## src/emcr_pkg.sv

```systemverilog
// Shared constants and carrier types for the energy meter configuration register bank.
package emcr_pkg;

	// Core-side special function register addresses.
	localparam logic [7:0] SFR_PTR      = 8'h91;
	localparam logic [7:0] SFR_DAT_LOW  = 8'h92;
	localparam logic [7:0] SFR_DAT_MID  = 8'h93;
	localparam logic [7:0] SFR_DAT_HIGH = 8'h94;
	localparam int         PTR_WR_BIT   = 7;

	// Indirect register offsets.
	localparam logic [6:0] OFF_LINE_CYC  = 7'h12;
	localparam logic [6:0] OFF_SAG_CYC   = 7'h13;
	localparam logic [6:0] OFF_SAG_THR   = 7'h14;
	localparam logic [6:0] OFF_IPK_THR   = 7'h15;
	localparam logic [6:0] OFF_VPK_THR   = 7'h16;
	localparam logic [6:0] OFF_IPK_VAL   = 7'h17;
	localparam logic [6:0] OFF_IPK_RC    = 7'h18;
	localparam logic [6:0] OFF_VPK_VAL   = 7'h19;
	localparam logic [6:0] OFF_VPK_RC    = 7'h1a;
	localparam logic [6:0] OFF_AMP_GAIN  = 7'h1b;
	localparam logic [6:0] OFF_I2_GAIN   = 7'h1c;
	localparam logic [6:0] OFF_ACT_GAIN  = 7'h1d;
	localparam logic [6:0] OFF_REA_GAIN  = 7'h1e;
	localparam logic [6:0] OFF_APP_GAIN  = 7'h1f;
	localparam logic [6:0] OFF_ACT_OFS   = 7'h20;
	localparam logic [6:0] OFF_REA_OFS   = 7'h21;
	localparam logic [6:0] OFF_IRMS_OFS  = 7'h22;
	localparam logic [6:0] OFF_VRMS_OFS  = 7'h23;
	localparam logic [6:0] OFF_ACT_DIV   = 7'h24;
	localparam logic [6:0] OFF_REA_DIV   = 7'h25;
	localparam logic [6:0] OFF_APP_DIV   = 7'h26;
	localparam logic [6:0] OFF_P1_NUM    = 7'h27;
	localparam logic [6:0] OFF_P1_DEN    = 7'h28;
	localparam logic [6:0] OFF_P2_NUM    = 7'h29;
	localparam logic [6:0] OFF_P2_DEN    = 7'h2a;
	localparam logic [6:0] OFF_ZX_CTRL   = 7'h2b;
	localparam logic [6:0] OFF_RSVD_A    = 7'h3b;
	localparam logic [6:0] OFF_RSVD_B    = 7'h3c;
	localparam logic [6:0] OFF_CAL_MODE  = 7'h3d;
	localparam logic [6:0] OFF_RSVD_C    = 7'h3e;
	localparam logic [6:0] OFF_RSVD_D    = 7'h3f;

	// Reset values that are not zero.
	localparam logic [15:0] RST_LINE_CYC = 16'hffff;
	localparam logic [7:0]  RST_SAG_CYC  = 8'hff;
	localparam logic [15:0] RST_PK_THR   = 16'hffff;
	localparam logic [15:0] RST_P_DEN    = 16'h003f;
	localparam logic [15:0] RST_RSVD_B   = 16'h0300;

	// Sample stream from the metering datapath, all on the core clock.
	typedef struct packed {
		logic               vld;
		logic               zx;
		logic [23:0]        i_abs;
		logic [23:0]        v_abs;
		logic signed [23:0] e_act;
		logic signed [23:0] e_rea;
		logic signed [23:0] e_app;
	} emcr_smp_t;

	typedef struct packed {
		logic [15:0] line_cycle_count;
		logic [7:0]  sag_half_cycle_count;
		logic [15:0] sag_threshold;
		logic [15:0] current_peak_threshold;
		logic [15:0] voltage_peak_threshold;
		logic [7:0]  input_amp_gain;
		logic [11:0] second_current_match_gain;
		logic [11:0] active_power_gain;
		logic [11:0] reactive_power_gain;
		logic [11:0] apparent_power_gain;
		logic [15:0] active_power_offset;
		logic [15:0] reactive_power_offset;
		logic [11:0] current_rms_offset;
		logic [11:0] voltage_rms_offset;
		logic [7:0]  active_energy_divider;
		logic [7:0]  reactive_energy_divider;
		logic [7:0]  apparent_energy_divider;
		logic [15:0] pulse_out1_numerator;
		logic [15:0] pulse_out1_denominator;
		logic [15:0] pulse_out2_numerator;
		logic [15:0] pulse_out2_denominator;
		logic [7:0]  zero_cross_output_ctrl;
		logic [7:0]  calibration_mode_sel;
		logic [7:0]  reserved_word_a;
		logic [15:0] reserved_word_b;
		logic [7:0]  reserved_word_c;
		logic [7:0]  reserved_word_d;
	} emcr_cfg_t;

endpackage : emcr_pkg

```

## src/emcr_regs.sv

```systemverilog
// Indirectly addressed metering configuration, threshold and peak register bank.
`timescale 1ns/10ps

// Notes on behaviour
// RQ1 - Line-cycle count is 16-bit unsigned, resets to all ones.
// RQ2 - Sag half-cycle count is 8-bit unsigned, resets to 0xff.
// RQ3 - Sag voltage threshold is 16-bit unsigned, resets to zero.
// RQ4 - Current peak threshold is 16-bit unsigned, resets to all ones.
// RQ5 - Voltage peak threshold is 16-bit unsigned, resets to all ones.
// RQ6 - Current peak plain address reads the held peak without changing it.
// RQ7 - Current peak clearing alias returns the peak then zeroes it.
// RQ8 - Voltage peak has a plain read address and a clearing alias.
// RQ9 - Amplifier gain select is 8-bit unsigned, resets to zero.
// RQ10 - Second current matching gain is 12-bit signed, resets to zero.
// RQ11 - Active, reactive, apparent power gains are 12-bit signed, reset zero.
// RQ12 - Active and reactive power offsets are 16-bit signed, reset zero.
// RQ13 - Current and voltage rms offsets are 12-bit signed, reset zero.
// RQ14 - Three energy dividers are 8-bit unsigned, reset zero.
// RQ15 - First pulse output numerator resets zero, denominator resets 0x003f.
// RQ16 - Second pulse output numerator resets zero, denominator resets 0x003f.
// RQ17 - Zero-crossing output control is 8-bit, resets zero.
// RQ18 - Calibration mode select is 8-bit unsigned, resets zero.
// RQ19 - Software keeps reserved words at defaults, zero or 0x0300.
// RQ20 - Access goes through a pointer plus low, middle, high data bytes.
// RQ21 - Line-synchronous totals latch after the programmed half-cycle count.
// RQ22 - Narrow registers drop upper write bits; reads zero- or sign-extend.
module emcr_regs (
	input  wire logic                clock,
	input  wire logic                rst_n,
	input  wire logic                sfr_wr,
	input  wire logic                sfr_rd,
	input  wire logic [7:0]          sfr_addr,
	input  wire logic [7:0]          sfr_wdata,
	output logic [7:0]               sfr_rdata_q,
	input  wire emcr_pkg::emcr_smp_t smp,
	output emcr_pkg::emcr_cfg_t      cfg_q,
	output logic [2:0][23:0]         line_energy_q,
	output logic                     line_done_q,
	output logic                     sag_q,
	output logic                     current_over_q,
	output logic                     voltage_over_q
);
	localparam emcr_pkg::emcr_cfg_t CFG_RST = '{
		line_cycle_count:       emcr_pkg::RST_LINE_CYC,
		sag_half_cycle_count:   emcr_pkg::RST_SAG_CYC,
		current_peak_threshold: emcr_pkg::RST_PK_THR,
		voltage_peak_threshold: emcr_pkg::RST_PK_THR,
		pulse_out1_denominator: emcr_pkg::RST_P_DEN,
		pulse_out2_denominator: emcr_pkg::RST_P_DEN,
		reserved_word_b:        emcr_pkg::RST_RSVD_B,
		default:                '0
	};

	// Pointer and data byte registers seen by the core.
	logic [7:0]  ptr_q;
	logic [7:0]  dat_low_q;
	logic [7:0]  dat_mid_q;
	logic [7:0]  dat_high_q;
	logic [7:0]  dat_low_d;
	logic [7:0]  dat_mid_d;
	logic [7:0]  dat_high_d;
	logic [7:0]  sfr_rdata_d;

	emcr_pkg::emcr_cfg_t cfg_d;

	// Sag detector state.
	logic [7:0]  sag_cnt_q;
	logic [7:0]  sag_cnt_d;
	logic        half_high_q;
	logic        sag_d;

	// Decoded core strobes.
	wire         ptr_wr;
	wire         ind_wr;
	wire         ind_rd;
	wire  [6:0]  ind_addr;
	wire  [23:0] wd;
	wire         wr_dat_low;
	wire         wr_dat_mid;
	wire         wr_dat_high;
	wire         clr_current_peak_value;
	wire         clr_voltage_peak_value;
	wire  [23:0] current_peak_value;
	wire  [23:0] voltage_peak_value;
	logic [23:0] rd_word;

	// RQ20 pointer write triggers
	assign ptr_wr      = sfr_wr && (sfr_addr == emcr_pkg::SFR_PTR);
	assign ind_wr      = ptr_wr && sfr_wdata[emcr_pkg::PTR_WR_BIT];
	assign ind_rd      = ptr_wr && !sfr_wdata[emcr_pkg::PTR_WR_BIT];
	assign ind_addr    = sfr_wdata[6:0];
	assign wd          = {dat_high_q, dat_mid_q, dat_low_q};
	assign wr_dat_low  = sfr_wr && (sfr_addr == emcr_pkg::SFR_DAT_LOW);
	assign wr_dat_mid  = sfr_wr && (sfr_addr == emcr_pkg::SFR_DAT_MID);
	assign wr_dat_high = sfr_wr && (sfr_addr == emcr_pkg::SFR_DAT_HIGH);

	// RQ7 clear on alias read
	assign clr_current_peak_value = ind_rd && (ind_addr == emcr_pkg::OFF_IPK_RC);
	// RQ8 voltage clear alias
	assign clr_voltage_peak_value = ind_rd && (ind_addr == emcr_pkg::OFF_VPK_RC);

	// Indirect write decode; each register keeps only its own low bits.
	always_comb begin
		cfg_d = cfg_q;
		if (ind_wr) begin
			unique case (ind_addr)
				// RQ1 line cycle count
				emcr_pkg::OFF_LINE_CYC: cfg_d.line_cycle_count = wd[15:0];
				// RQ2 sag cycle count
				emcr_pkg::OFF_SAG_CYC:  cfg_d.sag_half_cycle_count = wd[7:0];
				// RQ3 sag threshold write
				emcr_pkg::OFF_SAG_THR:  cfg_d.sag_threshold = wd[15:0];
				// RQ4 current peak threshold
				emcr_pkg::OFF_IPK_THR:  cfg_d.current_peak_threshold = wd[15:0];
				// RQ5 voltage peak threshold
				emcr_pkg::OFF_VPK_THR:  cfg_d.voltage_peak_threshold = wd[15:0];
				// RQ9 amplifier gain write
				emcr_pkg::OFF_AMP_GAIN: cfg_d.input_amp_gain = wd[7:0];
				// RQ10 matching gain write
				emcr_pkg::OFF_I2_GAIN:  cfg_d.second_current_match_gain = wd[11:0];
				// RQ11 power gain writes
				emcr_pkg::OFF_ACT_GAIN: cfg_d.active_power_gain = wd[11:0];
				emcr_pkg::OFF_REA_GAIN: cfg_d.reactive_power_gain = wd[11:0];
				emcr_pkg::OFF_APP_GAIN: cfg_d.apparent_power_gain = wd[11:0];
				// RQ12 power offset writes
				emcr_pkg::OFF_ACT_OFS:  cfg_d.active_power_offset = wd[15:0];
				emcr_pkg::OFF_REA_OFS:  cfg_d.reactive_power_offset = wd[15:0];
				// RQ13 rms offset writes
				emcr_pkg::OFF_IRMS_OFS: cfg_d.current_rms_offset = wd[11:0];
				emcr_pkg::OFF_VRMS_OFS: cfg_d.voltage_rms_offset = wd[11:0];
				// RQ14 divider writes
				emcr_pkg::OFF_ACT_DIV:  cfg_d.active_energy_divider = wd[7:0];
				emcr_pkg::OFF_REA_DIV:  cfg_d.reactive_energy_divider = wd[7:0];
				emcr_pkg::OFF_APP_DIV:  cfg_d.apparent_energy_divider = wd[7:0];
				// RQ15 first pulse scaling
				emcr_pkg::OFF_P1_NUM:   cfg_d.pulse_out1_numerator = wd[15:0];
				emcr_pkg::OFF_P1_DEN:   cfg_d.pulse_out1_denominator = wd[15:0];
				// RQ16 second pulse scaling
				emcr_pkg::OFF_P2_NUM:   cfg_d.pulse_out2_numerator = wd[15:0];
				emcr_pkg::OFF_P2_DEN:   cfg_d.pulse_out2_denominator = wd[15:0];
				// RQ17 zero-cross control write
				emcr_pkg::OFF_ZX_CTRL:  cfg_d.zero_cross_output_ctrl = wd[7:0];
				// RQ18 calibration mode write
				emcr_pkg::OFF_CAL_MODE: cfg_d.calibration_mode_sel = wd[7:0];
				// RQ19 reserved words stored
				emcr_pkg::OFF_RSVD_A:   cfg_d.reserved_word_a = wd[7:0];
				emcr_pkg::OFF_RSVD_B:   cfg_d.reserved_word_b = wd[15:0];
				emcr_pkg::OFF_RSVD_C:   cfg_d.reserved_word_c = wd[7:0];
				emcr_pkg::OFF_RSVD_D:   cfg_d.reserved_word_d = wd[7:0];
				// Peak addresses are read only and other offsets are not here.
				default: cfg_d = cfg_q;
			endcase
		end
	end

	// Indirect read mux, addressed by the value being written to the pointer.
	always_comb begin
		rd_word = '0;
		unique case (ind_addr)
			// RQ22 zero extension
			emcr_pkg::OFF_LINE_CYC: rd_word = {8'h00, cfg_q.line_cycle_count};
			emcr_pkg::OFF_SAG_CYC:  rd_word = {16'h0000, cfg_q.sag_half_cycle_count};
			emcr_pkg::OFF_SAG_THR:  rd_word = {8'h00, cfg_q.sag_threshold};
			emcr_pkg::OFF_IPK_THR:  rd_word = {8'h00, cfg_q.current_peak_threshold};
			emcr_pkg::OFF_VPK_THR:  rd_word = {8'h00, cfg_q.voltage_peak_threshold};
			// RQ6 plain peak read
			emcr_pkg::OFF_IPK_VAL:  rd_word = current_peak_value;
			emcr_pkg::OFF_IPK_RC:   rd_word = current_peak_value;
			// RQ8 voltage peak reads
			emcr_pkg::OFF_VPK_VAL:  rd_word = voltage_peak_value;
			emcr_pkg::OFF_VPK_RC:   rd_word = voltage_peak_value;
			emcr_pkg::OFF_AMP_GAIN: rd_word = {16'h0000, cfg_q.input_amp_gain};
			// RQ22 sign extension
			emcr_pkg::OFF_I2_GAIN:
				rd_word = {{12{cfg_q.second_current_match_gain[11]}},
					cfg_q.second_current_match_gain};
			emcr_pkg::OFF_ACT_GAIN:
				rd_word = {{12{cfg_q.active_power_gain[11]}}, cfg_q.active_power_gain};
			emcr_pkg::OFF_REA_GAIN:
				rd_word = {{12{cfg_q.reactive_power_gain[11]}}, cfg_q.reactive_power_gain};
			emcr_pkg::OFF_APP_GAIN:
				rd_word = {{12{cfg_q.apparent_power_gain[11]}}, cfg_q.apparent_power_gain};
			emcr_pkg::OFF_ACT_OFS:
				rd_word = {{8{cfg_q.active_power_offset[15]}}, cfg_q.active_power_offset};
			emcr_pkg::OFF_REA_OFS:
				rd_word = {{8{cfg_q.reactive_power_offset[15]}},
					cfg_q.reactive_power_offset};
			emcr_pkg::OFF_IRMS_OFS:
				rd_word = {{12{cfg_q.current_rms_offset[11]}}, cfg_q.current_rms_offset};
			emcr_pkg::OFF_VRMS_OFS:
				rd_word = {{12{cfg_q.voltage_rms_offset[11]}}, cfg_q.voltage_rms_offset};
			emcr_pkg::OFF_ACT_DIV:  rd_word = {16'h0000, cfg_q.active_energy_divider};
			emcr_pkg::OFF_REA_DIV:  rd_word = {16'h0000, cfg_q.reactive_energy_divider};
			emcr_pkg::OFF_APP_DIV:  rd_word = {16'h0000, cfg_q.apparent_energy_divider};
			emcr_pkg::OFF_P1_NUM:   rd_word = {8'h00, cfg_q.pulse_out1_numerator};
			emcr_pkg::OFF_P1_DEN:   rd_word = {8'h00, cfg_q.pulse_out1_denominator};
			emcr_pkg::OFF_P2_NUM:   rd_word = {8'h00, cfg_q.pulse_out2_numerator};
			emcr_pkg::OFF_P2_DEN:   rd_word = {8'h00, cfg_q.pulse_out2_denominator};
			emcr_pkg::OFF_ZX_CTRL:  rd_word = {16'h0000, cfg_q.zero_cross_output_ctrl};
			emcr_pkg::OFF_CAL_MODE: rd_word = {16'h0000, cfg_q.calibration_mode_sel};
			emcr_pkg::OFF_RSVD_A:   rd_word = {16'h0000, cfg_q.reserved_word_a};
			emcr_pkg::OFF_RSVD_B:   rd_word = {8'h00, cfg_q.reserved_word_b};
			emcr_pkg::OFF_RSVD_C:   rd_word = {16'h0000, cfg_q.reserved_word_c};
			emcr_pkg::OFF_RSVD_D:   rd_word = {16'h0000, cfg_q.reserved_word_d};
			default:                rd_word = '0;
		endcase
	end

	// RQ20 data bytes load
	always_comb begin
		dat_low_d  = dat_low_q;
		dat_mid_d  = dat_mid_q;
		dat_high_d = dat_high_q;
		if (ind_rd) begin
			dat_low_d  = rd_word[7:0];
			dat_mid_d  = rd_word[15:8];
			dat_high_d = rd_word[23:16];
		end else begin
			if (wr_dat_low) begin
				dat_low_d = sfr_wdata;
			end
			if (wr_dat_mid) begin
				dat_mid_d = sfr_wdata;
			end
			if (wr_dat_high) begin
				dat_high_d = sfr_wdata;
			end
		end
	end

	// Core read port; unknown core addresses read as zero.
	always_comb begin
		unique case (sfr_addr)
			emcr_pkg::SFR_PTR:      sfr_rdata_d = ptr_q;
			emcr_pkg::SFR_DAT_LOW:  sfr_rdata_d = dat_low_q;
			emcr_pkg::SFR_DAT_MID:  sfr_rdata_d = dat_mid_q;
			emcr_pkg::SFR_DAT_HIGH: sfr_rdata_d = dat_high_q;
			default:                sfr_rdata_d = 8'h00;
		endcase
	end

	always_ff @(posedge clock) begin
		if (!rst_n) begin
			ptr_q       <= 8'h00;
			dat_low_q   <= 8'h00;
			dat_mid_q   <= 8'h00;
			dat_high_q  <= 8'h00;
			sfr_rdata_q <= 8'h00;
			cfg_q       <= CFG_RST;
		end else begin
			if (ptr_wr) begin
				ptr_q <= sfr_wdata;
			end
			dat_low_q  <= dat_low_d;
			dat_mid_q  <= dat_mid_d;
			dat_high_q <= dat_high_d;
			if (sfr_rd) begin
				sfr_rdata_q <= sfr_rdata_d;
			end
			cfg_q <= cfg_d;
		end
	end

	// RQ6 current peak hold
	emcr_peak_hold #(
		.W (24)
	) u_current_peak_value (
		.clock   (clock),
		.rst_n   (rst_n),
		.smp_vld (smp.vld),
		.smp     (smp.i_abs),
		.thr     (cfg_q.current_peak_threshold),
		.clr     (clr_current_peak_value),
		.peak_q  (current_peak_value),
		.over_q  (current_over_q)
	);

	// RQ8 voltage peak hold
	emcr_peak_hold #(
		.W (24)
	) u_voltage_peak_value (
		.clock   (clock),
		.rst_n   (rst_n),
		.smp_vld (smp.vld),
		.smp     (smp.v_abs),
		.thr     (cfg_q.voltage_peak_threshold),
		.clr     (clr_voltage_peak_value),
		.peak_q  (voltage_peak_value),
		.over_q  (voltage_over_q)
	);

	// RQ21 line-synchronous latching
	emcr_line_accum #(
		.W  (24),
		.CH (3)
	) u_line (
		.clock       (clock),
		.rst_n       (rst_n),
		.e_vld       (smp.vld),
		.energy      ({smp.e_app, smp.e_rea, smp.e_act}),
		.zx          (smp.zx),
		.half_cycles (cfg_q.line_cycle_count),
		.total_q     (line_energy_q),
		.done_q      (line_done_q)
	);

	// RQ3 sag detector compare
	// A half cycle counts as low when no sample rose above the threshold in it.
	// Comparing the top 16 bits keeps the threshold's full range usable.
	always_comb begin
		sag_cnt_d = sag_cnt_q;
		sag_d     = sag_q;
		if (smp.zx) begin
			if (half_high_q) begin
				sag_cnt_d = 8'h00;
				sag_d     = 1'b0;
			end else if (sag_cnt_q != 8'hff) begin
				sag_cnt_d = sag_cnt_q + 8'h01;
			end
			// RQ2 sag after count
			if (!half_high_q && (sag_cnt_d >= cfg_q.sag_half_cycle_count)) begin
				sag_d = 1'b1;
			end
		end
	end

	always_ff @(posedge clock) begin
		if (!rst_n) begin
			sag_cnt_q   <= 8'h00;
			half_high_q <= 1'b0;
			sag_q       <= 1'b0;
		end else begin
			sag_cnt_q <= sag_cnt_d;
			sag_q     <= sag_d;
			if (smp.zx) begin
				half_high_q <= smp.vld && (smp.v_abs[23:8] > cfg_q.sag_threshold);
			end else if (smp.vld && (smp.v_abs[23:8] > cfg_q.sag_threshold)) begin
				half_high_q <= 1'b1;
			end
		end
	end
endmodule : emcr_regs

```

## src/emcr_peak_hold.sv

```systemverilog
// Peak hold with read-clear and threshold compare for one measurement channel.
`timescale 1ns/10ps
module emcr_peak_hold #(
	parameter int W = 24
) (
	input  wire logic         clock,
	input  wire logic         rst_n,
	input  wire logic         smp_vld,
	input  wire logic [W-1:0] smp,
	input  wire logic [15:0]  thr,
	input  wire logic         clr,
	output logic [W-1:0]      peak_q,
	output logic              over_q
);
	if (W < 16) begin : g_bad_width
		$error("emcr_peak_hold needs W of at least 16");
	end

	logic [W-1:0] base;
	logic         grow;

	// A sample arriving with the clear is compared against zero, so it is kept.
	assign base = clr ? '0 : peak_q;
	assign grow = smp_vld && (smp > base);

	always_ff @(posedge clock) begin
		if (!rst_n) begin
			peak_q <= '0;
			over_q <= 1'b0;
		end else begin
			peak_q <= grow ? smp : base;
			over_q <= smp_vld && (smp[W-1 -: 16] > thr);
		end
	end
endmodule : emcr_peak_hold

```

## src/emcr_line_accum.sv

```systemverilog
// Line-cycle synchronous energy accumulators, one per energy channel.
`timescale 1ns/10ps
module emcr_line_accum #(
	parameter int W  = 24,
	parameter int CH = 3
) (
	input  wire logic                clock,
	input  wire logic                rst_n,
	input  wire logic                e_vld,
	input  wire logic [CH-1:0][W-1:0] energy,
	input  wire logic                zx,
	input  wire logic [15:0]         half_cycles,
	output logic [CH-1:0][W-1:0]     total_q,
	output logic                     done_q
);
	if (W < 2 || CH < 1) begin : g_bad_param
		$error("emcr_line_accum needs W of at least 2 and CH of at least 1");
	end

	logic [16:0] hc_q;
	logic [16:0] hc_next;
	logic        latch;

	// A count of zero latches on every crossing rather than never.
	assign hc_next = hc_q + 17'h00001;
	assign latch   = zx && (hc_next >= {1'b0, half_cycles});

	always_ff @(posedge clock) begin
		if (!rst_n) begin
			hc_q   <= '0;
			done_q <= 1'b0;
		end else begin
			hc_q   <= latch ? '0 : (zx ? hc_next : hc_q);
			done_q <= latch;
		end
	end

	for (genvar c = 0; c < CH; c++) begin : g_ch
		logic [W-1:0] acc_q;
		logic [W-1:0] acc_sum;
		assign acc_sum = acc_q + (e_vld ? energy[c] : '0);
		always_ff @(posedge clock) begin
			if (!rst_n) begin
				acc_q      <= '0;
				total_q[c] <= '0;
			end else begin
				acc_q <= latch ? '0 : acc_sum;
				if (latch) begin
					total_q[c] <= acc_sum;
				end
			end
		end
	end
endmodule : emcr_line_accum

```

## config.mk

```make
export PLATFORM = sky130hd
export DESIGN_NAME = emcr_regs
export DESIGN_NICKNAME = d
export VERILOG_FILES = /design/src/emcr_pkg.sv /design/src/emcr_regs.sv /design/src/emcr_peak_hold.sv /design/src/emcr_line_accum.sv
export SDC_FILE = /design/constraint.sdc
export NUM_CORES = 2
export LEC_CHECK = 0
export BUFFER_PORTS_ARGS = -buffer_cell sky130_fd_sc_hd__buf_4
export CORE_UTILIZATION = 25
export DETAILED_ROUTE_END_ITERATION = 6
export MAX_ROUTING_LAYER = met4
export PLACE_DENSITY = 0.39
export SLEW_MARGIN = 25
export SYNTH_ARGS = -nofsm -noshare
export SYNTH_HDL_FRONTEND = slang
export SYNTH_SLANG_ARGS = --single-unit
```

## constraint.sdc

```tcl
create_clock -name clock -period 5.2 [get_ports clock]
set_input_delay 1.04 -clock clock [delete_from_list [all_inputs] [get_ports clock]]
set_output_delay 1.04 -clock clock [all_outputs]
set_load 0.01 [all_outputs]
```

# --- Word-level counts from Yosys, hierarchy flattened ---
# Index checks and enable logic that the tools add are counted.
totals:
  register_bits: 590
  word_cells: 171
classes:
  n_addsub: 5
  order_cmp: 7
  n_eq_ne: 36
  muxes: 22
  bitwise_logic: 1
  reduce_logical: 53
op_table:
  columns: ["cell", "n"]
  rows:
  - ["$pmux 24 s29", 1]
  - ["$mux 24", 7]
  - ["$eq 7x6->1 const B", 17]
  - ["$eq 7x5->1 const B", 14]
  - ["$add 24x24->24", 3]
  - ["$mux 8", 9]
  - ["$reduce_and 2->1", 28]
  - ["$gt 16x16->1", 3]
  - ["$gt 24x24->1", 2]
  - ["$eq 8x8->1 const B", 4]
  - ["$pmux 8 s4", 1]
  - ["$add 17x1->17 const B", 1]
  - ["$ge 17x16->1", 1]
  - ["$logic_and 1x1->1", 15]
  - ["$reduce_bool 2->1", 5]
  - ["$add 8x1->8 const B", 1]
  - ["$ge 8x8->1", 1]
  - ["$ne 8x8->1 const B", 1]
  - ["$reduce_or 2->1", 3]
  - ["$mux 1", 4]
  - ["$logic_not 1->1", 2]
  - ["$not 1->1", 1]

# --- Longest topological paths before layout ---
logic_depth:
  ltp_word: 8
  mapped_depth: 18

# --- Hierarchy ---
# From an unflattened synthesis, not the netlist that was laid out.
hier_totals:
  cells_unflattened: 3990
  hier_area_um2: 32665.1
modules_own_cells:
  columns: ["module", "instances", "cells_per_inst", "area_per_inst_um2", "seq_area_each_um2"]
  rows:
  - ["emcr_regs", 1, 2302, 18600.3, 7567.3]
  - ["emcr_line_accum", 1, 1182, 9695.5, 3243.1]
  - ["emcr_peak_hold", 2, 253, 2184.6, 500.5]

# --- Worst setup path before layout ---
# No wires, ideal clock.
synth_path:
  kind: "input-to-reg"
  startpoint: "input sfr_addr[6]"
  endpoint: "register u_voltage_peak_value.peak_q[10]"
  t_arrival_ns: 4.506
  t_required_ns: 5.068
  slack_ns: 0.562
  stages: 18
  path_buffers: 3
  cell_sequence: "nand4bb_1 > nor4_4 > nand2_2 > nor2_1 > nand4_1 > clkbuf_1 > nand2_1 > ha_1 > a21o_1 > a21o_1 > a21o_1 > a211oi_1 > o21ai_0 > a221o_1 > clkbuf_1 > buf_1 > nand3_1 > a21oi_1"
synth_via:
  elab_chain_cells: 8
synth_lines:
  columns: ["element", "line_no", "rtl"]
  rows:
  - ["from (decl)", "emcr_regs.sv:32", "input wire logic [7:0] sfr_addr,"]
  - ["$eq 8x8->1 (*)", "emcr_regs.sv:88", "assign ptr_wr = sfr_wr && (sfr_addr == emcr_pkg::SFR_PTR);"]
  - ["$logic_and 1x1->1 (*)", "emcr_regs.sv:88", null]
  - ["$logic_and 1x1->1 (*)", "emcr_regs.sv:90", "assign ind_rd = ptr_wr && !sfr_wdata[emcr_pkg::PTR_WR_BIT];"]
  - ["$logic_and 1x1->1 (*)", "emcr_regs.sv:100", "assign clr_voltage_peak_value = ind_rd && (ind_addr == emcr_pkg::OFF_VPK_RC);"]
  - ["$mux 24 (*)", "emcr_peak_hold.sv:23", "assign base = clr ? '0 : peak_q;"]
  - ["$gt 24x24->1", "emcr_peak_hold.sv:24", "assign grow = smp_vld && (smp > base);"]
  - ["$logic_and 1x1->1", "emcr_peak_hold.sv:24", null]
  - ["$mux 24 (*)", "emcr_peak_hold.sv:31", "peak_q <= grow ? smp : base;"]
  - ["to (signal assigned)", "emcr_peak_hold.sv:31", null]
  - ["to (decl)", "emcr_peak_hold.sv:12", "output logic [W-1:0] peak_q,"]
# Mark *: on every way between the ends. The rest lies on a longest branch, timed or not.
# A chain may end at the register's enable or synchronous reset.

# --- Worst setup path after layout ---
layout_path:
  startpoint: "input sfr_addr[6]"
  endpoint: "register u_voltage_peak_value.peak_q[21]"
# Same word-level chain as after synthesis.

==> flow_summary.ini <==
[setup_path]
critPathCaptureType = flop
critPathCapture = u_voltage_peak_value.peak_q[21]
crit_fanout = 32
reg2reg_start = u_line.hc_q[0]
setup.worst_path.start = sfr_addr[6]
ff2ff_path_depth = 14
critPathLaunchType = input pin
worst-endpoint-arrival_ns = 5.01
critPathRequiredTime_ns = 5.78
worst-r2r-setup-slack_ns = 1.00
r2r-end = u_line.g_ch[2].acc_q[14]
path_class = in -> reg

[route]
dr.pass1.iters = 7
drt-wirelength-per-cell_um = 27.7
drt-vias-per-instance = 5.23
num_vias = 31800
ant_nets = 0
post-route-drc-count = 4
drt-total-wl_mm = 168
iteration_0_drc_markers = 3023

[cts]
root_buffer = clkbuf_16
post_cts_resize_count = 0
cts_max_path_buffers = 3
clock_tree.htree_level_count = 3
cts_tree = yes
cts.repair_timing.setup_buffer_count = 0
worst_skew_pair.late_latency_ns = 0.67
cts.clk_slew.worst_paths_ns = 0.06
cts-buffers-inserted = 77
clock_sink_count = 590
hold_buffers = 0

[place]
hpwl_after_dpl_mm = 126
io_buffers = 553
post-place-cells = 5938
routabilityCongestion = 1.01

[synth]
synthCells = 3921
asyncSetResetFlopFracSynth_pct = 0
yosys_most_used_dff = dfxtp_1
ys_seq_area_share_pct = 38.3
synth.ff_latch_count = 590
synth_warnings = 0
synthDominantAreaCellType = dfxtp_1
mappedNetlistArea_um2 = 30900
post_synth_top_area_share_pct = 38.3
synth.avg_cell_area_um2 = 7.87
synth_fp_nets = 4257
synth.area.top_cells = dfxtp_1 (38%), nand2_1 (9.0%), ha_1 (7.7%), a21oi_1 (7.5%), nand3_1 (4.0%)
number_of_synthesized_flops_with_an_enable_pin = 0
ys_types = 91

[die]
placement_rows = 128
fp.coreArea_um2 = 122000
die_x_um = 353
initial_utilization_pct = 25.3
die-height_um = 353
die_area_um2 = 125000
io_pins = 554

[worst_hold_path]
timing.hold.worst.class = reg -> reg

[sta]
worst_setup_skew_after_layout_ns = 0.0317
slew_headroom_pct = 24.7
timing_hold_violations_final = 0
setup_repair_after_global_routing_missed_its_margin = false
finalMaxSlewViolations = 0
final.period_utilization_pct = 85.3
fmax_mhz = 226
setup_viol = 0
tightestPinTransition_ns = 1.13
setup-tns-final_ns = 0
final.min_clock_period_ns = 4.43

[global_route]
globalRouteOverflowTotal = 0
wire_length_of_the_first_global_routing_pass_mm = 237
grt_antenna_before_repair = 4
via_count_of_the_first_global_routing_pass = 30300
global_route_usage_over_all_layers_pct = 26.9
grt_start_max_net_pins = 123

[layout]
post_route_cells_drive_above_1_share_pct = 19.5
multiInputGateArea_um2 = 17600
design.final.nets = 4728
layout-area-overhead-vs-synth_pct = 29.0
post_layout_nonfiller_instances = 6081
register_area_um2 = 11800
final.fill_count = 13200

[power_and_ir_drop]
vdd_drop_max_mv = 0.206
p_per_cell_area_nw_per_um2 = 296
total_leakage_power_nw = 16.4

[run_status]
violations = design-rule violations
run_status = finished, violations left

[run]
drv_cap = 0
-- synthesized netlist by cell type, types with 55 or more instances --
cell,number
nand2_1,737
ha_1,191
o211ai_1,64
a21o_1,95
dfxtp_1,590
o21ai_0,129
buf_2,55
and2_1,90
clkbuf_1,214
a22oi_1,66
inv_1,100
a21oi_1,465
nor2_1,220
nand3_1,249
-- power by group --
part           switching (W)  internal (W)
Combinational       0.000810      0.000512
Clock                0.00235       0.00338
Sequential         0.0000780       0.00464
-- how the worst min path moves through the flow --
stage / start / end / slack (ns) / cells past startpoint
2_1_floorplan: ptr_q[0] / ptr_q[0] / 0.44 / 2
3_3_place_gp: ptr_q[1] / ptr_q[1] / 0.44 / 2
3_5_place_dp: ptr_q[4] / ptr_q[4] / 0.45 / 2
4_1_cts: ptr_q[2] / ptr_q[2] / 0.46 / 2
5_1_grt: u_line.total_q[4] / u_line.total_q[4] / 0.47 / 2
6_report: u_line.total_q[41] / u_line.total_q[41] / 0.46 / 2
-- per-layer routing --
metal / vias up / GRT usage, % / wire length, µm
met1: 15200 / 33.0 / 69900
met4: 0 / 11.4 / 7790
li1: 14900 / - / -
met2: 1440 / 40.8 / 74400
met5: - / - / 0
met3: 288 / 7.83 / 16400
-- stage by stage --
stage | power, W | util [%] | cell area (µm²) | setup slack (ns) | hold slack (ns)
after floorplan | 0.00567 | - | 30900 | 0.562 | 0.437
after global placement | 0.00614 | 30.4 | 37100 | 0.0952 | 0.442
after detailed placement | 0.00614 | 30.4 | 37100 | 0.0405 | 0.449
after CTS | 0.0119 | 32.6 | 39800 | 0.744 | 0.458
after global routing | 0.0122 | 32.6 | 39800 | 0.475 | 0.472
final | 0.0118 | 32.6 | 39800 | 0.766 | 0.458
-- final cells by class --
type,count,share of cell area [%]
clock inverters,17,0.783
flip-flops and latches,590,29.7
repair buffers,678,13.1
well taps,1625,5.11
clock buffers,121,6.01
inverters,102,0.981
multi-input cells,2943,44.3
diodes,5,0.0314
-- critical path, cell delays in order --
cell       delay, ns
buf_4           0.10
nand4bb_1       0.28
nor4_4          0.41
nand2_2         0.10
nor2_1          0.13
buf_4           0.15
nand4_1         0.38
buf_4           0.40
nand2_1         0.12
ha_1            0.24
a21o_1          0.15
a21o_1          0.18
a211oi_1        0.23
o21ai_0         0.13
a221o_1         0.43
buf_12          0.19
a21o_1          0.16
a21oi_1         0.14
-- cell usage in the layout, fill, tap and decap left out, types with 77 or more instances in the layout --
cell type  synthesis  routed
ha_1             191     191
clkbuf_16          0      77
nand3_1          249     249
dfxtp_1          590     590
buf_4              6     668
inv_1            100     100
nand2_1          737     736
a21oi_1          465     464
a21o_1            95      95
nor2_1           220     218
o21ai_0          129     129
and2_1            90      90
-- state kept, by name (all words and copies together), names as in the netlist, 17 cells and up --
| name | flops |
|---|---|
| u_line.hc_q | 17 |
| u_voltage_peak_value.peak_q | 24 |
| u_current_peak_value.peak_q | 24 |
| cfg_q | 328 |
| u_line.g_ch.acc_q | 72 |
| u_line.total_q | 72 |
-- cells by family (layout without fill, tap and decap cells) --
group / count (synthesis) / count (layout) / synth area share (%)
AND/OR/NAND/NOR: 1540 / 1540 / 22.7
AO/OA/AOI/OAI: 1082 / 1082 / 22.2
flip-flops: 590 / 590 / 38.3
buffers and inverters: 388 / 918 / 5.02
adder cells (fa/ha/maj): 194 / 194 / 7.94
XOR/XNOR: 91 / 91 / 2.58
multiplexers: 36 / 36 / 1.29
other: 0 / 5 / 0
Note: power is estimated with default switching activity, not from simulation.
